==> config.mk <==
export PLATFORM = sky130hd
export DESIGN_NAME = serial_line_ctl
export DESIGN_NICKNAME = d
export VERILOG_FILES = /design/src/inc/line_ctl_pkg.sv /design/src/logic/serial_line_ctl.sv /design/src/logic/char_frame.sv
export VERILOG_INCLUDE_DIRS = /design/src /design/src/inc
export SDC_FILE = /design/constraint.sdc
export NUM_CORES = 1
export LEC_CHECK = 0
export BUFFER_PORTS_ARGS = -buffer_cell sky130_fd_sc_hd__buf_2
export CORE_ASPECT_RATIO = 1.1
export CORE_MARGIN = 2
export CORE_UTILIZATION = 40
export DETAILED_ROUTE_END_ITERATION = 8
export GPL_TIMING_DRIVEN = 0
export PLACE_DENSITY = 0.62
export RECOVER_POWER = 50
export REMOVE_ABC_BUFFERS = 1
export SYNTH_ARGS = -nofsm -noshare
export SYNTH_HDL_FRONTEND = slang
export SYNTH_SLANG_ARGS = --single-unit
==> constraint.sdc <==
create_clock -name clk_sys -period 9.3 [get_ports clk_sys]
set_clock_uncertainty 0.1 [all_clocks]
set_input_delay 0.93 -clock clk_sys [delete_from_list [all_inputs] [get_ports clk_sys]]
set_output_delay 0.93 -clock clk_sys [all_outputs]
set_load 0.05 [all_outputs]
==> src/inc/line_ctl_cfg.svh <==
// register offsets, reset values, field defaults and timing counts
`ifndef LINE_CTL_CFG_SVH
`define LINE_CTL_CFG_SVH
`define ADR_CTRL 4'h0
`define ADR_FLOW 4'h1
`define ADR_TXCFG 4'h2
`define ADR_TXDATA 4'h3
`define ADR_STATUS 4'h4
`define ADR_RXDATA 4'h5
`define ADR_BAUD 4'h6
`define CTRL_RST 32'h0000_0000
`define FLOW_RST 32'h0000_0101
`define TXCFG_RST 32'h0000_0010
`define BAUD_RST 32'h0000_0364
`define TX_SIZE_DEF 8'h10
`define TX_PAUSE_DEF 8'h00
`define BREAK_MS_DEF 16'h0000
`define CLK_HZ 100000000
`define MS_PER_S 1000
`define CYC_PER_MS (`CLK_HZ / `MS_PER_S)
`endif

==> src/inc/line_ctl_pkg.sv <==
// types shared by the serial line control logic
package line_ctl_pkg;
    typedef struct packed {
        logic cts;
        logic dsr;
        logic dcd;
        logic ri;
    } modem_in_t;
    typedef struct packed {
        logic rts;
        logic dtr;
    } modem_out_t;
    typedef enum logic [1:0] {
        PIN_DTE = 2'h0,
        PIN_DCE = 2'h1,
        PIN_AUTO = 2'h3,
        PIN_DIAG = 2'h2
    } pin_mode_t;
    typedef enum logic [1:0] {
        RXP_NONE = 2'h0,
        RXP_BOTH = 2'h1,
        RXP_PIN2Y = 2'h3,
        RXP_PIN3Y = 2'h2
    } rx_pin_t;
    typedef enum logic [1:0] {
        TX_IDLE = 2'h0,
        TX_BREAK = 2'h2,
        TX_SEND = 2'h1,
        TX_GAP = 2'h3
    } tx_state_t;
endpackage : line_ctl_pkg

==> src/logic/serial_line_ctl.sv <==
// serial port line control, transmit pacing, loopback and pin sensing
// How it works
// - no connect lines selected means always connected during pass-through
// - connected while any selected CTS/DSR asserted; all low ends session
// - handshake none asserts every output line not used by rx flow
// - rx flow lines driven only by rx flow; handshake cannot touch them
// - on connect send a break of programmed ms; zero means no break
// - sample selected tx flow inputs before sending; withhold when not ready
// - outgoing data split into chunks of at most tx size, default 16
// - tx flow checked only at chunk start; chunk then finishes
// - idle gap of programmed bit times after every character, default 0
// - tx gap never affects receive speed or receive flow
// - loopback routes tx to rx internally; pins idle and ignored
// - loopback still honours tx flow control from the external lines
// - activity on both rx pins defers orientation until a character arrives
// - status shows both-analyzing while pending, then chosen pin Y
// - the character that decides pin 2 Y-lead orientation is discarded; one on pin 3 is kept
// - auto mode with two lines and no decision falls back to DTE
// - rx flow deasserts selected output lines, DTR by default
// - DTE receives pin 2, DCE swaps pins, auto senses negative idle
//
// Implementation choices: the address map and register access over Wishbone.
`timescale 1ns/1ns
`include "line_ctl_cfg.svh"
module serial_line_ctl #(
    parameter int CYC_MS = `CYC_PER_MS,
    parameter int CHUNK_W = 8
) (
    // clock and reset
    input wire logic clk_sys,
    input wire logic rst_n,
    // classic wishbone slave
    input wire logic wb_cyc_i,
    input wire logic wb_stb_i,
    input wire logic wb_we_i,
    input wire logic [5:0] wb_adr_i,
    input wire logic [3:0] wb_sel_i,
    input wire logic [31:0] wb_dat_i,
    output logic [31:0] wb_dat_o,
    output logic wb_ack_o,
    // serial pins, pin2 and pin3 of the connector
    input wire logic pin2_rx_i,
    input wire logic pin3_rx_i,
    output logic pin2_tx_o,
    output logic pin3_tx_o,
    input wire line_ctl_pkg::modem_in_t modem_i,
    output line_ctl_pkg::modem_out_t modem_o,
    // session control from the pass-through side
    input wire logic pt_open_i,
    output logic pt_end_o
);
    import line_ctl_pkg::*;

    // software registers
    logic [31:0] ctrl_q, flow_q, txcfg_q, baud_q;
    logic [7:0] txd_q;
    logic txd_full_q;
    logic [7:0] rxd_q;
    logic rxd_full_q;
    logic rx_stop_q;
    // ctrl: [1:0] pin mode, [2] loopback, [3] rx flow stop, [31:16] break ms
    // flow: [1:0] rx flow lines, [3:2] handshake lines, [5:4] check lines,
    //       [9:8] tx flow lines cts/dsr
    // txcfg: [7:0] tx size, [15:8] tx pause bits
    pin_mode_t pin_mode;
    logic loop_en;
    logic [15:0] break_ms;
    logic [1:0] rxf_sel, hs_sel, chk_sel, txf_sel;
    logic [7:0] tx_size, tx_pause;
    assign pin_mode = pin_mode_t'(ctrl_q[1:0]);
    assign loop_en = ctrl_q[2];
    assign break_ms = ctrl_q[31:16];
    assign rxf_sel = flow_q[1:0];
    assign hs_sel = flow_q[3:2];
    assign chk_sel = flow_q[5:4];
    assign txf_sel = flow_q[9:8];
    assign tx_size = txcfg_q[7:0];
    assign tx_pause = txcfg_q[15:8];

    // pin synchronisers; first stage read only by the second
    logic [5:0] sync1_q, sync2_q;
    always_ff @(posedge clk_sys or negedge rst_n) begin
        if (!rst_n) begin
            sync1_q <= 6'h3F;
            sync2_q <= 6'h3F;
        end else begin
            sync1_q <= {pin2_rx_i, pin3_rx_i, modem_i.cts, modem_i.dsr,
                        modem_i.dcd, modem_i.ri};
            sync2_q <= sync1_q;
        end
    end
    logic p2_s, p3_s, cts_s, dsr_s;
    assign p2_s = sync2_q[5];
    assign p3_s = sync2_q[4];
    assign cts_s = sync2_q[3];
    assign dsr_s = sync2_q[2];

    // connection state
    logic conn;
    logic conn_q;
    always_comb begin
        if (chk_sel == 2'b00) begin
            conn = pt_open_i;
        end else begin
            conn = pt_open_i &&
                ((chk_sel[1] && cts_s) || (chk_sel[0] && dsr_s));
        end
    end
    always_ff @(posedge clk_sys or negedge rst_n) begin
        if (!rst_n) begin
            conn_q <= 1'b0;
            pt_end_o <= 1'b0;
        end else begin
            conn_q <= conn;
            pt_end_o <= conn_q && !conn && pt_open_i;
        end
    end

    // output control lines, bit1 rts bit0 dtr
    logic [1:0] hs_lines, out_lines;
    always_comb begin
        hs_lines = (hs_sel == 2'b00) ? 2'b11 : hs_sel;
        out_lines = (conn_q ? hs_lines : 2'b00) & ~rxf_sel;
        out_lines = out_lines | (rxf_sel & {2{!rx_stop_q}});
    end
    always_ff @(posedge clk_sys or negedge rst_n) begin
        if (!rst_n) begin
            modem_o <= '0;
        end else begin
            modem_o <= '{rts: out_lines[1], dtr: out_lines[0]};
        end
    end

    // orientation sensing
    rx_pin_t rxp_q;
    logic y_first_q;
    logic p2_act_q, p3_act_q;
    logic rx_line;
    logic use_pin3;
    always_comb begin
        unique case (pin_mode)
            PIN_DCE: use_pin3 = 1'b1;
            PIN_AUTO: use_pin3 = (rxp_q == RXP_PIN3Y) ||
                (rxp_q == RXP_NONE && p3_act_q && !p2_act_q);
            default: use_pin3 = 1'b0;
        endcase
    end

    // transmit engine
    tx_state_t st_q;
    logic [31:0] brk_cnt_q;
    logic [15:0] ms_q;
    logic [CHUNK_W-1:0] chunk_q;
    logic [23:0] gap_q;
    logic fr_go, fr_busy, fr_tx, fr_stb, conn_d1_q;
    logic [7:0] fr_rx;
    logic tx_ok;
    assign tx_ok = !((txf_sel[1] && !cts_s) || (txf_sel[0] && !dsr_s));
    assign fr_go = (st_q == TX_SEND) && txd_full_q && !fr_busy;

    always_ff @(posedge clk_sys or negedge rst_n) begin
        if (!rst_n) begin
            st_q <= TX_IDLE;
            brk_cnt_q <= '0;
            ms_q <= '0;
            chunk_q <= '0;
            gap_q <= '0;
            conn_d1_q <= 1'b0;
        end else begin
            conn_d1_q <= conn_q;
            unique case (st_q)
                TX_IDLE: begin
                    if (conn_q && !conn_d1_q && break_ms != '0) begin
                        st_q <= TX_BREAK;
                        ms_q <= break_ms;
                        brk_cnt_q <= '0;
                    end else if (txd_full_q && tx_ok) begin
                        st_q <= TX_SEND;
                        chunk_q <= CHUNK_W'((tx_size == 8'h00) ?
                            8'h01 : tx_size);
                    end
                end
                TX_BREAK: begin
                    if (brk_cnt_q == 32'(CYC_MS - 1)) begin
                        brk_cnt_q <= '0;
                        ms_q <= ms_q - 16'h1;
                        if (ms_q == 16'h1) begin
                            st_q <= TX_IDLE;
                        end
                    end else begin
                        brk_cnt_q <= brk_cnt_q + 32'h1;
                    end
                end
                TX_SEND: begin
                    if (fr_go) begin
                        chunk_q <= chunk_q - 1'b1;
                        gap_q <= 24'(tx_pause) *
                            (24'(baud_q[15:0]) + 24'h1);
                        st_q <= TX_GAP;
                    end
                end
                TX_GAP: begin
                    if (!fr_busy) begin
                        if (gap_q != '0) begin
                            gap_q <= gap_q - 24'h1;
                        end else if (chunk_q == '0) begin
                            st_q <= TX_IDLE;
                        end else if (txd_full_q) begin
                            st_q <= TX_SEND;
                        end else begin
                            st_q <= TX_IDLE;
                        end
                    end
                end
            endcase
        end
    end

    // line idles marking; break forces spacing
    logic tx_line;
    assign tx_line = (st_q == TX_BREAK) ? 1'b0 : fr_tx;
    assign rx_line = loop_en ? fr_tx : (use_pin3 ? p3_s : p2_s);

    // framing fixed, pacing only spaces characters; gap is tx only
    char_frame #(.DIV_W(16)) u_frame (
        .clk_sys(clk_sys),
        .rst_n(rst_n),
        .bit_div(baud_q[15:0]),
        .tx_go(fr_go),
        .tx_byte(txd_q),
        .tx_busy(fr_busy),
        .tx_line(fr_tx),
        .rx_line(rx_line),
        .rx_stb(fr_stb),
        .rx_byte(fr_rx)
    );

    always_ff @(posedge clk_sys or negedge rst_n) begin
        if (!rst_n) begin
            pin2_tx_o <= 1'b1;
            pin3_tx_o <= 1'b1;
        end else begin
            pin2_tx_o <= loop_en ? 1'b1 : (use_pin3 ? tx_line : 1'b1);
            pin3_tx_o <= loop_en ? 1'b1 : (use_pin3 ? 1'b1 : tx_line);
        end
    end

    // activity seen as line going to spacing at least once
    always_ff @(posedge clk_sys or negedge rst_n) begin
        if (!rst_n) begin
            p2_act_q <= 1'b0;
            p3_act_q <= 1'b0;
            rxp_q <= RXP_NONE;
            y_first_q <= 1'b0;
        end else begin
            y_first_q <= 1'b0;
            if (!p2_s) p2_act_q <= 1'b1;
            if (!p3_s) p3_act_q <= 1'b1;
            if (pin_mode != PIN_AUTO) begin
                rxp_q <= RXP_NONE;
                p2_act_q <= 1'b0;
                p3_act_q <= 1'b0;
            end else if (rxp_q == RXP_NONE && p2_act_q && p3_act_q) begin
                rxp_q <= RXP_BOTH;
            end else if (rxp_q == RXP_BOTH && !loop_en && fr_stb) begin
                // character arrived on default pin 2 so pin 2 talks
                rxp_q <= RXP_PIN2Y;
                y_first_q <= 1'b1;
            end else if (rxp_q == RXP_BOTH && !p3_s && p2_s) begin
                rxp_q <= RXP_PIN3Y;
                y_first_q <= 1'b1;
            end
        end
    end

    // wishbone slave, ack one cycle after strobe
    logic req;
    logic [3:0] widx;
    assign req = wb_cyc_i && wb_stb_i && !wb_ack_o;
    assign widx = wb_adr_i[5:2];

    function automatic logic [31:0] merge(input logic [31:0] old,
                                          input logic [31:0] nw,
                                          input logic [3:0] sel);
        logic [31:0] r;
        r = old;
        for (int i = 0; i < 4; i++) begin
            if (sel[i]) r[i*8 +: 8] = nw[i*8 +: 8];
        end
        return r;
    endfunction : merge

    always_ff @(posedge clk_sys or negedge rst_n) begin
        if (!rst_n) begin
            ctrl_q <= `CTRL_RST;
            flow_q <= `FLOW_RST;
            txcfg_q <= `TXCFG_RST;
            baud_q <= `BAUD_RST;
            txd_q <= 8'h00;
            txd_full_q <= 1'b0;
            rx_stop_q <= 1'b0;
        end else begin
            if (fr_go) txd_full_q <= 1'b0;
            if (req && wb_we_i) begin
                unique case (widx)
                    `ADR_CTRL: begin
                        ctrl_q <= merge(ctrl_q, wb_dat_i, wb_sel_i);
                        if (wb_sel_i[0]) rx_stop_q <= wb_dat_i[3];
                    end
                    `ADR_FLOW: flow_q <= merge(flow_q, wb_dat_i, wb_sel_i);
                    `ADR_TXCFG: txcfg_q <= merge(txcfg_q, wb_dat_i, wb_sel_i);
                    `ADR_BAUD: baud_q <= merge(baud_q, wb_dat_i, wb_sel_i);
                    `ADR_TXDATA: begin
                        if (wb_sel_i[0] && !txd_full_q) begin
                            txd_q <= wb_dat_i[7:0];
                            txd_full_q <= 1'b1;
                        end
                    end
                    default: ;
                endcase
            end
        end
    end

    // receive holding register; set wins over the read clear
    always_ff @(posedge clk_sys or negedge rst_n) begin
        if (!rst_n) begin
            rxd_q <= 8'h00;
            rxd_full_q <= 1'b0;
        end else if (fr_stb && !y_first_q && rxp_q != RXP_BOTH) begin
            rxd_q <= fr_rx;
            rxd_full_q <= 1'b1;
        end else if (req && !wb_we_i && widx == `ADR_RXDATA) begin
            rxd_full_q <= 1'b0;
        end
    end

    always_ff @(posedge clk_sys or negedge rst_n) begin
        if (!rst_n) begin
            wb_ack_o <= 1'b0;
            wb_dat_o <= 32'h0000_0000;
        end else begin
            wb_ack_o <= req;
            wb_dat_o <= 32'h0000_0000;
            if (req && !wb_we_i) begin
                unique case (widx)
                    `ADR_CTRL: wb_dat_o <= ctrl_q;
                    `ADR_FLOW: wb_dat_o <= flow_q;
                    `ADR_TXCFG: wb_dat_o <= txcfg_q;
                    `ADR_BAUD: wb_dat_o <= baud_q;
                    `ADR_TXDATA: wb_dat_o <= {23'h0, txd_full_q, txd_q};
                    `ADR_STATUS: wb_dat_o <= {22'h0, st_q, rxp_q, conn_q,
                        tx_ok, modem_o.rts, modem_o.dtr, cts_s, dsr_s};
                    `ADR_RXDATA: wb_dat_o <= {23'h0, rxd_full_q, rxd_q};
                    default: wb_dat_o <= 32'h0000_0000;
                endcase
            end
        end
    end
endmodule : serial_line_ctl

==> src/logic/char_frame.sv <==
// one serial character framer, used for transmit and receive
`timescale 1ns/1ns
module char_frame #(
    parameter int DIV_W = 16
) (
    // clock and reset
    input wire logic clk_sys,
    input wire logic rst_n,
    // bit period in clocks, less one
    input wire logic [DIV_W-1:0] bit_div,
    // transmit side
    input wire logic tx_go,
    input wire logic [7:0] tx_byte,
    output logic tx_busy,
    output logic tx_line,
    // receive side
    input wire logic rx_line,
    output logic rx_stb,
    output logic [7:0] rx_byte
);
    logic [DIV_W-1:0] tcnt_q;
    logic [3:0] tbit_q;
    logic [9:0] tsh_q;
    logic [DIV_W-1:0] rcnt_q;
    logic [3:0] rbit_q;
    logic [7:0] rsh_q;
    logic ract_q;

    assign tx_busy = (tbit_q != 4'h0);

    // framing is fixed: start, eight data, one stop
    always_ff @(posedge clk_sys or negedge rst_n) begin
        if (!rst_n) begin
            tcnt_q <= '0;
            tbit_q <= 4'h0;
            tsh_q <= 10'h3FF;
        end else if (tbit_q == 4'h0) begin
            if (tx_go) begin
                tsh_q <= {1'b1, tx_byte, 1'b0};
                tbit_q <= 4'hA;
                tcnt_q <= bit_div;
            end
        end else if (tcnt_q == '0) begin
            tsh_q <= {1'b1, tsh_q[9:1]};
            tbit_q <= tbit_q - 4'h1;
            tcnt_q <= bit_div;
        end else begin
            tcnt_q <= tcnt_q - 1'b1;
        end
    end
    assign tx_line = tsh_q[0];

    always_ff @(posedge clk_sys or negedge rst_n) begin
        if (!rst_n) begin
            rcnt_q <= '0;
            rbit_q <= 4'h0;
            rsh_q <= 8'h00;
            ract_q <= 1'b0;
            rx_stb <= 1'b0;
            rx_byte <= 8'h00;
        end else begin
            rx_stb <= 1'b0;
            if (!ract_q) begin
                if (!rx_line) begin
                    ract_q <= 1'b1;
                    rbit_q <= 4'h0;
                    rcnt_q <= bit_div >> 1;
                end
            end else if (rcnt_q != '0) begin
                rcnt_q <= rcnt_q - 1'b1;
            end else begin
                rcnt_q <= bit_div;
                rbit_q <= rbit_q + 4'h1;
                if (rbit_q == 4'h0 && rx_line) begin
                    ract_q <= 1'b0;
                end else if (rbit_q >= 4'h1 && rbit_q <= 4'h8) begin
                    rsh_q <= {rx_line, rsh_q[7:1]};
                end else if (rbit_q == 4'h9) begin
                    ract_q <= 1'b0;
                    rx_stb <= rx_line;
                    rx_byte <= rsh_q;
                end
            end
        end
    end
endmodule : char_frame

==> flow_summary.json, run 1 <==
{
  "status": "complete, but fails checks",
  "violations": "max-capacitance violations, max-slew violations",
  "placed_area_um2": 22500,
  "finalNonFillerCells": 2891,
  "end_kind": "register",
  "cts.sinks": 348,
  "arrival_ns": 7.56,
  "wl_mm": 53.4,
  "grt_util_met1_pct": 25.7,
  "cts-hold-fix-buffers": 0,
  "drive_gt1_share_pct": 15.3,
  "dieArea_um2": 55500,
  "drc": 0,
  "diodes": 0,
  "finalSetupTns_ns": 0,
  "core_area_um2": 53300,
  "ys_ff_latch": 348,
  "timing.final.crit_share_pct": 77.1,
  "p_per_area_nw_per_um2": 208,
  "die_h_um": 247,
  "port_buffers": 87,
  "clk_latency_ns": 0.56,
  "setup_viol": 0,
  "hp-start": "sync1_q[3]",
  "drt-initial-drc-count": 1102,
  "yosysTopAreaCell": "dfrtp_1",
  "synth_edf_count": 0,
  "drv_cap": 2,
  "power.total_mw": 4.93,
  "num_rows": 89,
  "r2r_start": "baud_q[0]",
  "ctsResizeCount": 0,
  "grt_pass1_wl_mm": 88.5,
  "design_area_um2": 23700,
  "clock_path_buffers": 3,
  "tightest_slew_ns": 4.33,
  "start_kind": "register",
  "p_leak_nw": 10.6,
  "antenna_found_initial": 2,
  "whs_ns": 0.254,
  "wire_per_inst_um": 18.5,
  "place_congestion": 0.829,
  "antenna_left": 0,
  "start_util_pct": 40.2,
  "async_flop_share_pct": 100,
  "io_pins": 92,
  "synth.area.top_cells": "dfrtp_1 (37%), mux2_2 (8.5%), fa_1 (8.3%), o21ai_0 (3.7%), ha_1 (3.4%)",
  "peakVddDrop_mv": 0.169,
  "synth-seq-area-share_pct": 40.7,
  "area_growth_pct": 10.6,
  "htreeDepth": 2,
  "finalCriticalPeriod_ns": 7.17,
  "globalRouteMet2Util_pct": 33.8,
  "final-seq-area_um2": 8740,
  "cp.required_ns": 9.68,
  "synthesis.area_um2": 21500,
  "grt_use_total_pct": 19.6,
  "crit_type": "register to register",
  "synth_cell_types": 87,
  "cts_tree": "done",
  "vias_per_cell": 5.69,
  "synthCells": 2150,
  "avgSynthCellArea_um2": 9.98,
  "clockRootBuffer": "clkbuf_16",
  "top_usage_layer": "met2",
  "yosysTopAreaCellShare_pct": 37.4,
  "ys_warn_count": 0,
  "maxSlewViolCount": 134,
  "path_max_fanout": 14,
  "dp_hpwl_mm": 37.9,
  "nets": 2381,
  "grt_setup_unrepaired": "no",
  "grt_max_degree": 113,
  "firstDrtPassIters": 6,
  "placed_cells": 2822,
  "fillers": 4999,
  "first_global_vias": 16800,
  "crit_path_start": "baud_q[0]",
  "clk_pin_slew_worst_paths_ns": 0.06,
  "cts_setup_buffers": 0,
  "synth-main-ff-cell": "dfrtp_1",
  "num_vias": 16400,
  "hold_class": "register to register",
  "die_w_um": 225,
  "fmax_mhz": 139,
  "finalHoldViolations": 0,
  "cts_buffers": 37,
  "grt_overflow_total": 0,
  "slew_headroom_pct": -189,
  "grtUsageMet3_pct": 2.61,
  "multi_input_area_um2": 11700
}
==> per-layer routing <==
metal,vias up,part of all wire [%]
li1,7681,-
met1,8272,44
met4,4,2.4
met3,88,4.3
met5,-,0.052
met2,401,50
==> worst paths after layout <==
check	end	slack, ns	cells after the start
setup / recovery	gap_q[23]	2.13	19
hold / removal	sync2_q[3]	0.25	0
setup reg to reg	gap_q[23]	2.13	19
hold reg to reg	sync2_q[3]	0.25	0
max in group asynchronous	baud_q[23]	2.87	2
min in group asynchronous	u_frame.rcnt_q[15]	1.08	1
==> cell usage in the layout, fill, tap and decap left out, types with 11 or more instances in the layout <==
master,instances
xnor2_1,22
and2_1,25
a22oi_1,72
mux2i_1,24
clkbuf_1,51
clkbuf_16,37
and3_1,18
inv_1,140
or3_1,13
buf_2,47
a211oi_1,11
nor2_1,116
nor4_1,26
mux2_2,162
nor2b_1,102
o31ai_1,18
fa_1,89
nand2b_1,39
nand2_1,156
nand4_1,16
dfrtp_1,321
nor3_1,48
dfstp_2,25
o211ai_1,18
a21o_1,18
xor2_1,20
a31oi_1,28
nand3_1,46
ha_1,58
o21ai_0,157
a21oi_1,118
==> state kept, by name, indices dropped and copies added, names as in the netlist, 9 cells and up <==
| name | cells |
|---|---|
| flow_q | 32 |
| wb_dat_o | 32 |
| brk_cnt_q | 32 |
| u_frame.tcnt_q | 16 |
| gap_q | 24 |
| ms_q | 16 |
| ctrl_q | 32 |
| u_frame.rcnt_q | 16 |
| baud_q | 32 |
| u_frame.tsh_q | 9 |
| txcfg_q | 32 |
==> synth_stat cells, types with 6 or more instances <==
| master | number |
|---|---|
| nor2_1 | 117 |
| nor2b_1 | 102 |
| o21ai_0 | 157 |
| nand3_1 | 46 |
| and3_1 | 18 |
| a21oi_1 | 118 |
| a21o_1 | 18 |
| fa_1 | 89 |
| xor2_1 | 20 |
| clkbuf_1 | 86 |
| a221o_1 | 8 |
| xnor2_1 | 22 |
| buf_2 | 16 |
| a211oi_1 | 11 |
| a222oi_1 | 6 |
| nor3b_1 | 8 |
| ha_1 | 58 |
| inv_1 | 140 |
| mux2i_1 | 24 |
| buf_4 | 6 |
| and2_1 | 25 |
| o31ai_1 | 18 |
| nand4_1 | 16 |
| a31oi_1 | 28 |
| dfstp_2 | 27 |
| nand2b_1 | 40 |
| o211ai_1 | 18 |
| dfrtp_1 | 321 |
| o22ai_1 | 6 |
| mux2_2 | 162 |
| or3_1 | 13 |
| nor4_1 | 26 |
| a22oi_1 | 72 |
| nor3_1 | 47 |
| nand2_1 | 157 |
==> report_power, final <==
part | internal (mW) | switching (mW)
logic | 0.508 | 0.792
clock network | 0.940 | 0.646
registers | 1.77 | 0.276
==> worst max-delay path, stage by stage, from the launching register on <==
cell	delay [ns]
dfrtp_1	0.89
ha_1	0.37
nand2_1	0.07
or2_2	0.34
xor2_1	0.63
nor2b_1	0.15
fa_1	0.53
fa_1	0.51
fa_1	0.55
inv_1	0.05
fa_1	0.55
inv_1	0.05
ha_1	0.38
a41oi_1	0.24
o21ai_0	0.11
a21o_1	0.19
a211oi_1	0.59
a21oi_1	0.18
or4b_1	0.51
nand4b_1	0.11
==> stage by stage <==
stage	util [%]	setup WS (ns)
2_1_floorplan	-	3.42
3_3_place_gp	41.7	0.204
3_5_place_dp	42.3	2.17
4_1_cts	44.7	2.15
5_1_grt	44.5	1.46
6_report	44.5	2.13
==> logic make-up (layout without fill, tap and decap cells) <==
family | Yosys count | in the layout | synth area share (%)
flip-flops | 348 | 348 | 40.7
multiplexers | 186 | 186 | 9.62
XOR/XNOR | 42 | 42 | 1.71
buffers and inverters | 254 | 313 | 4.75
AO/OA/AOI/OAI | 517 | 517 | 15.4
adder cells (fa/ha/maj) | 147 | 147 | 11.7
AND/OR/NAND/NOR | 656 | 656 | 16.1
==> cell type report <==
| class | instances | area share [%] |
|---|---|---|
| sequential | 348 | 36.8 |
| clock buffer | 51 | 4.42 |
| clock inverter | 17 | 1.04 |
| multi-input combinational | 1548 | 49.4 |
| tap | 682 | 3.60 |
| inverter | 140 | 2.21 |
| timing repair buffer | 105 | 2.51 |
(Power assumes the default switching activity.)
==> run 2, diff against run 1 <==
- clock period: 9.3 -> 6.78 ns (I/O delays scaled with it)
==> run 2 against run 1 <==
  * The flow still finishes with violations (max-capacitance violations, max-slew violations)
  * Utilization up 0.19 points
  * Routed wire length up 0.27%
  * Hold slack worse by 0.14 ns
  * Die area stayed put
  * Design area grew 0.43%
  * Sequential power up 37%
==> flow_summary.json, run 2 (synthesized netlist as in run 1, its figures left out) <==
{
  "status": "complete, but fails checks",
  "violations": "max-capacitance violations, max-slew violations",
  "final-seq-area_um2": 8740,
  "clockRootBuffer": "clkbuf_16",
  "clk_latency_ns": 0.56,
  "hold_class": "input pin to register",
  "grt_util_met1_pct": 25.7,
  "drt-initial-drc-count": 1145,
  "cp_top_family": "adder cells",
  "r2r_slack_ns": 0.32,
  "clock_path_buffers": 3,
  "nets": 2382,
  "peakVddDrop_mv": 0.232,
  "setup_viol": 0,
  "globalRouteMet2Util_pct": 33.8,
  "wl_mm": 53.5,
  "worstPathCellList": "nand3_1 -> nor2_1 -> and2_1 -> nand4_1 -> xor2_4 -> nor2b_1 -> fa_1 -> fa_1 -> fa_1 -> inv_1 -> fa_1 -> inv_1 -> ha_1 -> a41oi_1 -> o21ai_0 -> a21o_1 -> a211oi_4 -> a21oi_1 -> or4b_1 -> nand4b_1",
  "cts_setup_buffers": 0,
  "area_growth_pct": 11.1,
  "num_vias": 16500,
  "fillers": 4995,
  "wire_per_inst_um": 18.5,
  "r2r_start": "baud_q[2]",
  "htreeDepth": 2,
  "grt_setup_unrepaired": "no",
  "crit_path_start": "baud_q[2]",
  "hp-start": "modem_i[2]",
  "drv_cap": 3,
  "port_buffers": 87,
  "diodes": 0,
  "end_kind": "register",
  "crit_buf_inv": 2,
  "clk_pin_slew_worst_paths_ns": 0.06,
  "dp_hpwl_mm": 37.9,
  "path_max_fanout": 9,
  "dieArea_um2": 55500,
  "p_per_area_nw_per_um2": 284,
  "grt_overflow_total": 0,
  "die_h_um": 247,
  "p_leak_nw": 10.6,
  "cp.required_ns": 7.16,
  "antenna_left": 0,
  "core_area_um2": 53300,
  "crit_type": "register to register",
  "grt_use_total_pct": 19.6,
  "grtUsageMet3_pct": 2.63,
  "start_kind": "register",
  "grt_pass1_wl_mm": 88.5,
  "num_rows": 89,
  "cp_slowest_cell": "dfstp_2",
  "whs_ns": 0.110,
  "cts.sinks": 348,
  "firstDrtPassIters": 5,
  "final_common_cell": "dfrtp_1",
  "maxSlewViolCount": 154,
  "fmax_mhz": 155,
  "hold_end": "sync1_q[2]",
  "post-route-util_pct": 44.7,
  "first_global_vias": 16800,
  "drc": 0,
  "place_congestion": 0.829,
  "arrival_ns": 6.84,
  "cts_tree": "done",
  "reg2reg_depth": 20,
  "r2r_end": "gap_q[23]",
  "finalHoldViolations": 0,
  "top_usage_layer": "met2",
  "cp_slowest_stage_delay_ns": 0.72,
  "io_pins": 92,
  "final_cell_mix": "dfrtp_1 (320), mux2_2 (162), o21ai_0 (157)",
  "vias_per_cell": 5.71,
  "cts_buffers": 37,
  "cp.depth": 20,
  "drive_gt1_share_pct": 15.8,
  "slew_headroom_pct": -69.5,
  "finalCriticalPeriod_ns": 6.46,
  "multi_input_area_um2": 11800,
  "timing.final.crit_share_pct": 95.2,
  "grt_max_degree": 113,
  "whs_path_depth": 1,
  "die_w_um": 225,
  "antenna_found_initial": 2,
  "crit_top_cell": "fa_1",
  "tightest_slew_ns": 2.54,
  "start_util_pct": 40.2
}
## run 2: repair_timing
item | 4_1_cts | 5_1_grt
endpoints found under the setup margin | 3 | 4
cloned | 0 | 0
hold buffers | 1 | 0
endpoints found under the hold margin | 45 | 0
gates resized for setup | 4 | 10
## run 2: worst max-delay path by stage
stage	endpoint	slack, ns
after floorplan	gap_q[23]	0.90
after global placement	ctrl_q[13]	-2.06
after detailed placement	gap_q[23]	-0.35
after CTS	gap_q[23]	0.13
after global routing	gap_q[23]	0.06
final	gap_q[23]	0.32
## run 2: worst register-to-register path: stages, from the launching register on
cell and delay (ns):
dfstp_2 0.72, nand3_1 0.23, nor2_1 0.21, and2_1 0.23
nand4_1 0.22, xor2_4 0.36, nor2b_1 0.12, fa_1 0.57
fa_1 0.44, fa_1 0.55, inv_1 0.05, fa_1 0.55
inv_1 0.05, ha_1 0.38, a41oi_1 0.24, o21ai_0 0.11
a21o_1 0.22, a211oi_4 0.30, a21oi_1 0.14, or4b_1 0.49
nand4b_1 0.11
## run 2: layout make-up
class	count	area share, %
Tap cell	682	3.58
Clock inverter	17	1.04
Clock buffer	51	4.40
Timing Repair Buffer	106	2.45
Sequential cell	348	36.7
Multi-Input combinational cell	1548	49.6
Inverter	140	2.21
## run 2: routing by layer
layer,vias to the layer above,wire (um)
met5,-,26
met1,8327,23300
met3,98,2410
li1,7670,-
met2,416,26500
met4,4,1330
## run 2: per-stage QoR
step                      setup TNS [ns]  cells  setup slack, ns  total power [mW]  area, um2
final                                  0   2892            0.323              6.78      23800
after global placement           -672.51   2805            -2.06              4.52      22300
after detailed placement          -0.550   2822           -0.348              4.63      22500
after CTS                              0   2891            0.133              6.83      23900
after global routing                   0   2892           0.0555              7.21      23800
after floorplan                        0   2036            0.903              4.06      21000
## run 2: report_power, final
group | internal, mW | switching (mW)
registers | 2.43 | 0.383
logic | 0.700 | 1.09
clock network | 1.29 | 0.885
total | 4.42 | 2.36
==> run 3, diff against run 2 <==
- SYNTH_HIERARCHICAL: unset -> 1
==> run 3 against run 2 <==
  * The run still ends with max-capacitance violations, max-slew violations left
  * Register-to-register slack better by 0.18 ns
  * Largest cell class unchanged
  * Routed wire length up 0.67%
  * Flip-flop and latch count unchanged
  * Design area down 0.22%
  * Sequential power down 2%
  * Combinational power down 21%
==> flow_summary.json, run 3 <==
{
  "clk_latency_ns": 0.59,
  "grt_use_total_pct": 20.0,
  "design_area_um2": 23800,
  "grt_max_degree": 123,
  "cts.sinks": 348,
  "clock_path_buffers": 3,
  "setup_viol": 0,
  "critPathCapture": "gap_q[22]",
  "finalSetupTns_ns": 0,
  "reg2reg_depth": 18,
  "finalHoldViolations": 0,
  "place_ws_ns": 0.223,
  "die_h_um": 246,
  "p_per_area_nw_per_um2": 269,
  "multi_input_area_um2": 11700,
  "dp_hpwl_mm": 37.9,
  "synth_compound_area_share_pct": 14.6,
  "grt_util_met1_pct": 26.6,
  "globalRouteMet2Util_pct": 33.8,
  "synthesis.area_um2": 21400,
  "tightest_slew_ns": 3.54,
  "firstDrtPassIters": 6,
  "synth_cell_types": 90,
  "placed_area_um2": 22500,
  "synth-seq-area-share_pct": 40.9,
  "cts_setup_buffers": 0,
  "htreeDepth": 2,
  "final_common_cell": "dfrtp_1",
  "grt_overflow_total": 0,
  "synth.area.mux_share_pct": 10.0,
  "grt_setup_unrepaired": "no",
  "cp.required_ns": 7.14,
  "antenna_found_initial": 0,
  "yosysTopAreaCellShare_pct": 37.6,
  "area_growth_pct": 11.3,
  "hold_class": "input pin to register",
  "fmax_mhz": 159,
  "vias_per_cell": 5.77,
  "slew_headroom_pct": -136,
  "drc": 0,
  "p_leak_nw": 10.7,
  "drt-initial-drc-count": 1315,
  "violations": "max-capacitance violations, max-slew violations",
  "dieArea_um2": 55300,
  "r2r_end": "gap_q[22]",
  "finalNonFillerCells": 2854,
  "num_vias": 16500,
  "first_global_vias": 16800,
  "ys_ff_latch": 348,
  "drv_cap": 4,
  "yosysMostFrequentCell": "dfrtp_1",
  "yosys-top-cells-count": "dfrtp_1 (321), mux2_2 (163), inv_1 (149), nand2_1 (138), o21ai_0 (132)",
  "avgSynthCellArea_um2": 10.2,
  "whs_ns": 0.0807,
  "synth-simple-area-share_pct": 15.8,
  "synthAdderAreaFrac_pct": 11.8,
  "start_kind": "register",
  "place_congestion": 0.843,
  "diodes": 0,
  "arrival_ns": 6.64,
  "top_usage_layer": "met2",
  "path_max_fanout": 15,
  "r2r_slack_ns": 0.50,
  "num_rows": 88,
  "synth_top_family_by_area": "simple AND/OR/NAND/NOR gates",
  "clockRootBuffer": "clkbuf_16",
  "peakVddDrop_mv": 0.217,
  "yosys.area_share.xor_xnor_pct": 2.09,
  "crit_type": "register to register",
  "drive_gt1_share_pct": 16.2,
  "setup_ws_ns": 0.501,
  "port_buffers": 87,
  "finalCriticalPeriod_ns": 6.28,
  "grt_pass1_wl_mm": 89.7,
  "placed_cells": 2779,
  "clk_pin_slew_worst_paths_ns": 0.06,
  "cts_tree": "done",
  "io_pins": 92,
  "final_cell_mix": "dfrtp_1 (320), mux2_2 (163), inv_1 (149)",
  "post-route-util_pct": 45.2,
  "final-seq-area_um2": 8740,
  "wl_mm": 53.9,
  "grtUsageMet3_pct": 2.62,
  "status": "complete, but fails checks",
  "synth-main-ff-cell": "dfrtp_1",
  "wire_per_inst_um": 18.9,
  "async_flop_share_pct": 100,
  "yosysTopAreaCell": "dfrtp_1",
  "end_kind": "register",
  "maxSlewViolCount": 152,
  "nets": 2350,
  "cts_buffers": 40,
  "r2r_start": "baud_q[0]",
  "power.total_mw": 6.40,
  "synth_edf_count": 0,
  "die_w_um": 224,
  "fillers": 4948,
  "synth.area.top_cells": "dfrtp_1 (38%), mux2_2 (8.6%), fa_1 (8.3%), ha_1 (3.5%), dfstp_2 (3.3%)",
  "antenna_left": 0,
  "crit_path_start": "baud_q[0]",
  "ys_warn_count": 6,
  "core_area_um2": 52600,
  "start_util_pct": 40.6,
  "timing.final.crit_share_pct": 92.6,
  "synthCells": 2100
}
run 3: cell count changes after synthesis, moves of 10 or more:
cell,previous run,this run
nand3_1,46,59
o21ai_0,157,132
nor2_1,117,84
clkbuf_1,86,76
nand2_1,157,138
run 3: cells by family (layout without fill, tap and decap cells):
family / after synthesis / in the layout
AOI/OAI and AO/OA: 495 / 495
buffers and inverters: 249 / 328
and+or+nand+nor: 619 / 619
DFF: 348 / 348
muxes: 190 / 190
xor gates and xnor gates: 51 / 51
adders and majority gates: 148 / 148
run 3: area by class of cell:
cell class	count	share of cell area [%]
multi-input cells	1503	49.0
flip-flops and latches	348	36.8
clock buffers	60	4.91
well taps	675	3.55
repair buffers	106	2.47
inverters	149	2.35
clock inverters	13	0.916
run 3: worst min-delay path by stage:
| stage | slack [ns] | end | start | depth (start not counted) |
|---|---|---|---|---|
| after CTS | 0.06 | sync1_q[3] | modem_i[3] | 1 |
| final | 0.08 | sync1_q[3] | modem_i[3] | 1 |
| after floorplan | 0.25 | sync2_q[2] | sync1_q[2] | 0 |
| after global routing | 0.06 | sync1_q[3] | modem_i[3] | 1 |
| after detailed placement | 0.25 | sync2_q[2] | sync1_q[2] | 0 |
| after global placement | 0.25 | sync2_q[2] | sync1_q[2] | 0 |
run 3: report_power, final:
part,leakage (nW),switching (mW),internal (mW)
registers,4.60,0.363,2.37
logic,5.41,0.842,0.576
clock network,0.664,0.919,1.32
total,10.7,2.12,4.27
run 3: metal layers:
| layer | vias up | routed length, um |
|---|---|---|
| met2 | 406 | 26400 |
| met4 | 0 | 1210 |
| met1 | 8386 | 23900 |
| li1 | 7582 | - |
| met3 | 83 | 2330 |
| met5 | - | 0 |
run 3: timing repair:
item | CTS | global route
resized for setup | 0 | 5
hold endpoints to repair | 60 | 0
hold buffers | 1 | 0
endpoints found under the setup margin | 0 | 4
run 3: worst max-delay path, stage by stage (launching register included):
cell,delay [ns]
dfrtp_2,0.58
ha_1,0.33
and4_1,0.28
xnor2_1,0.71
nor2b_1,0.15
fa_1,0.55
fa_1,0.44
fa_1,0.56
inv_1,0.07
fa_1,0.53
inv_1,0.04
ha_1,0.36
a21oi_1,0.21
o21ai_0,0.16
a41o_1,0.26
a21oi_1,0.30
o21ai_0,0.19
xor2_1,0.17
a21o_1,0.18
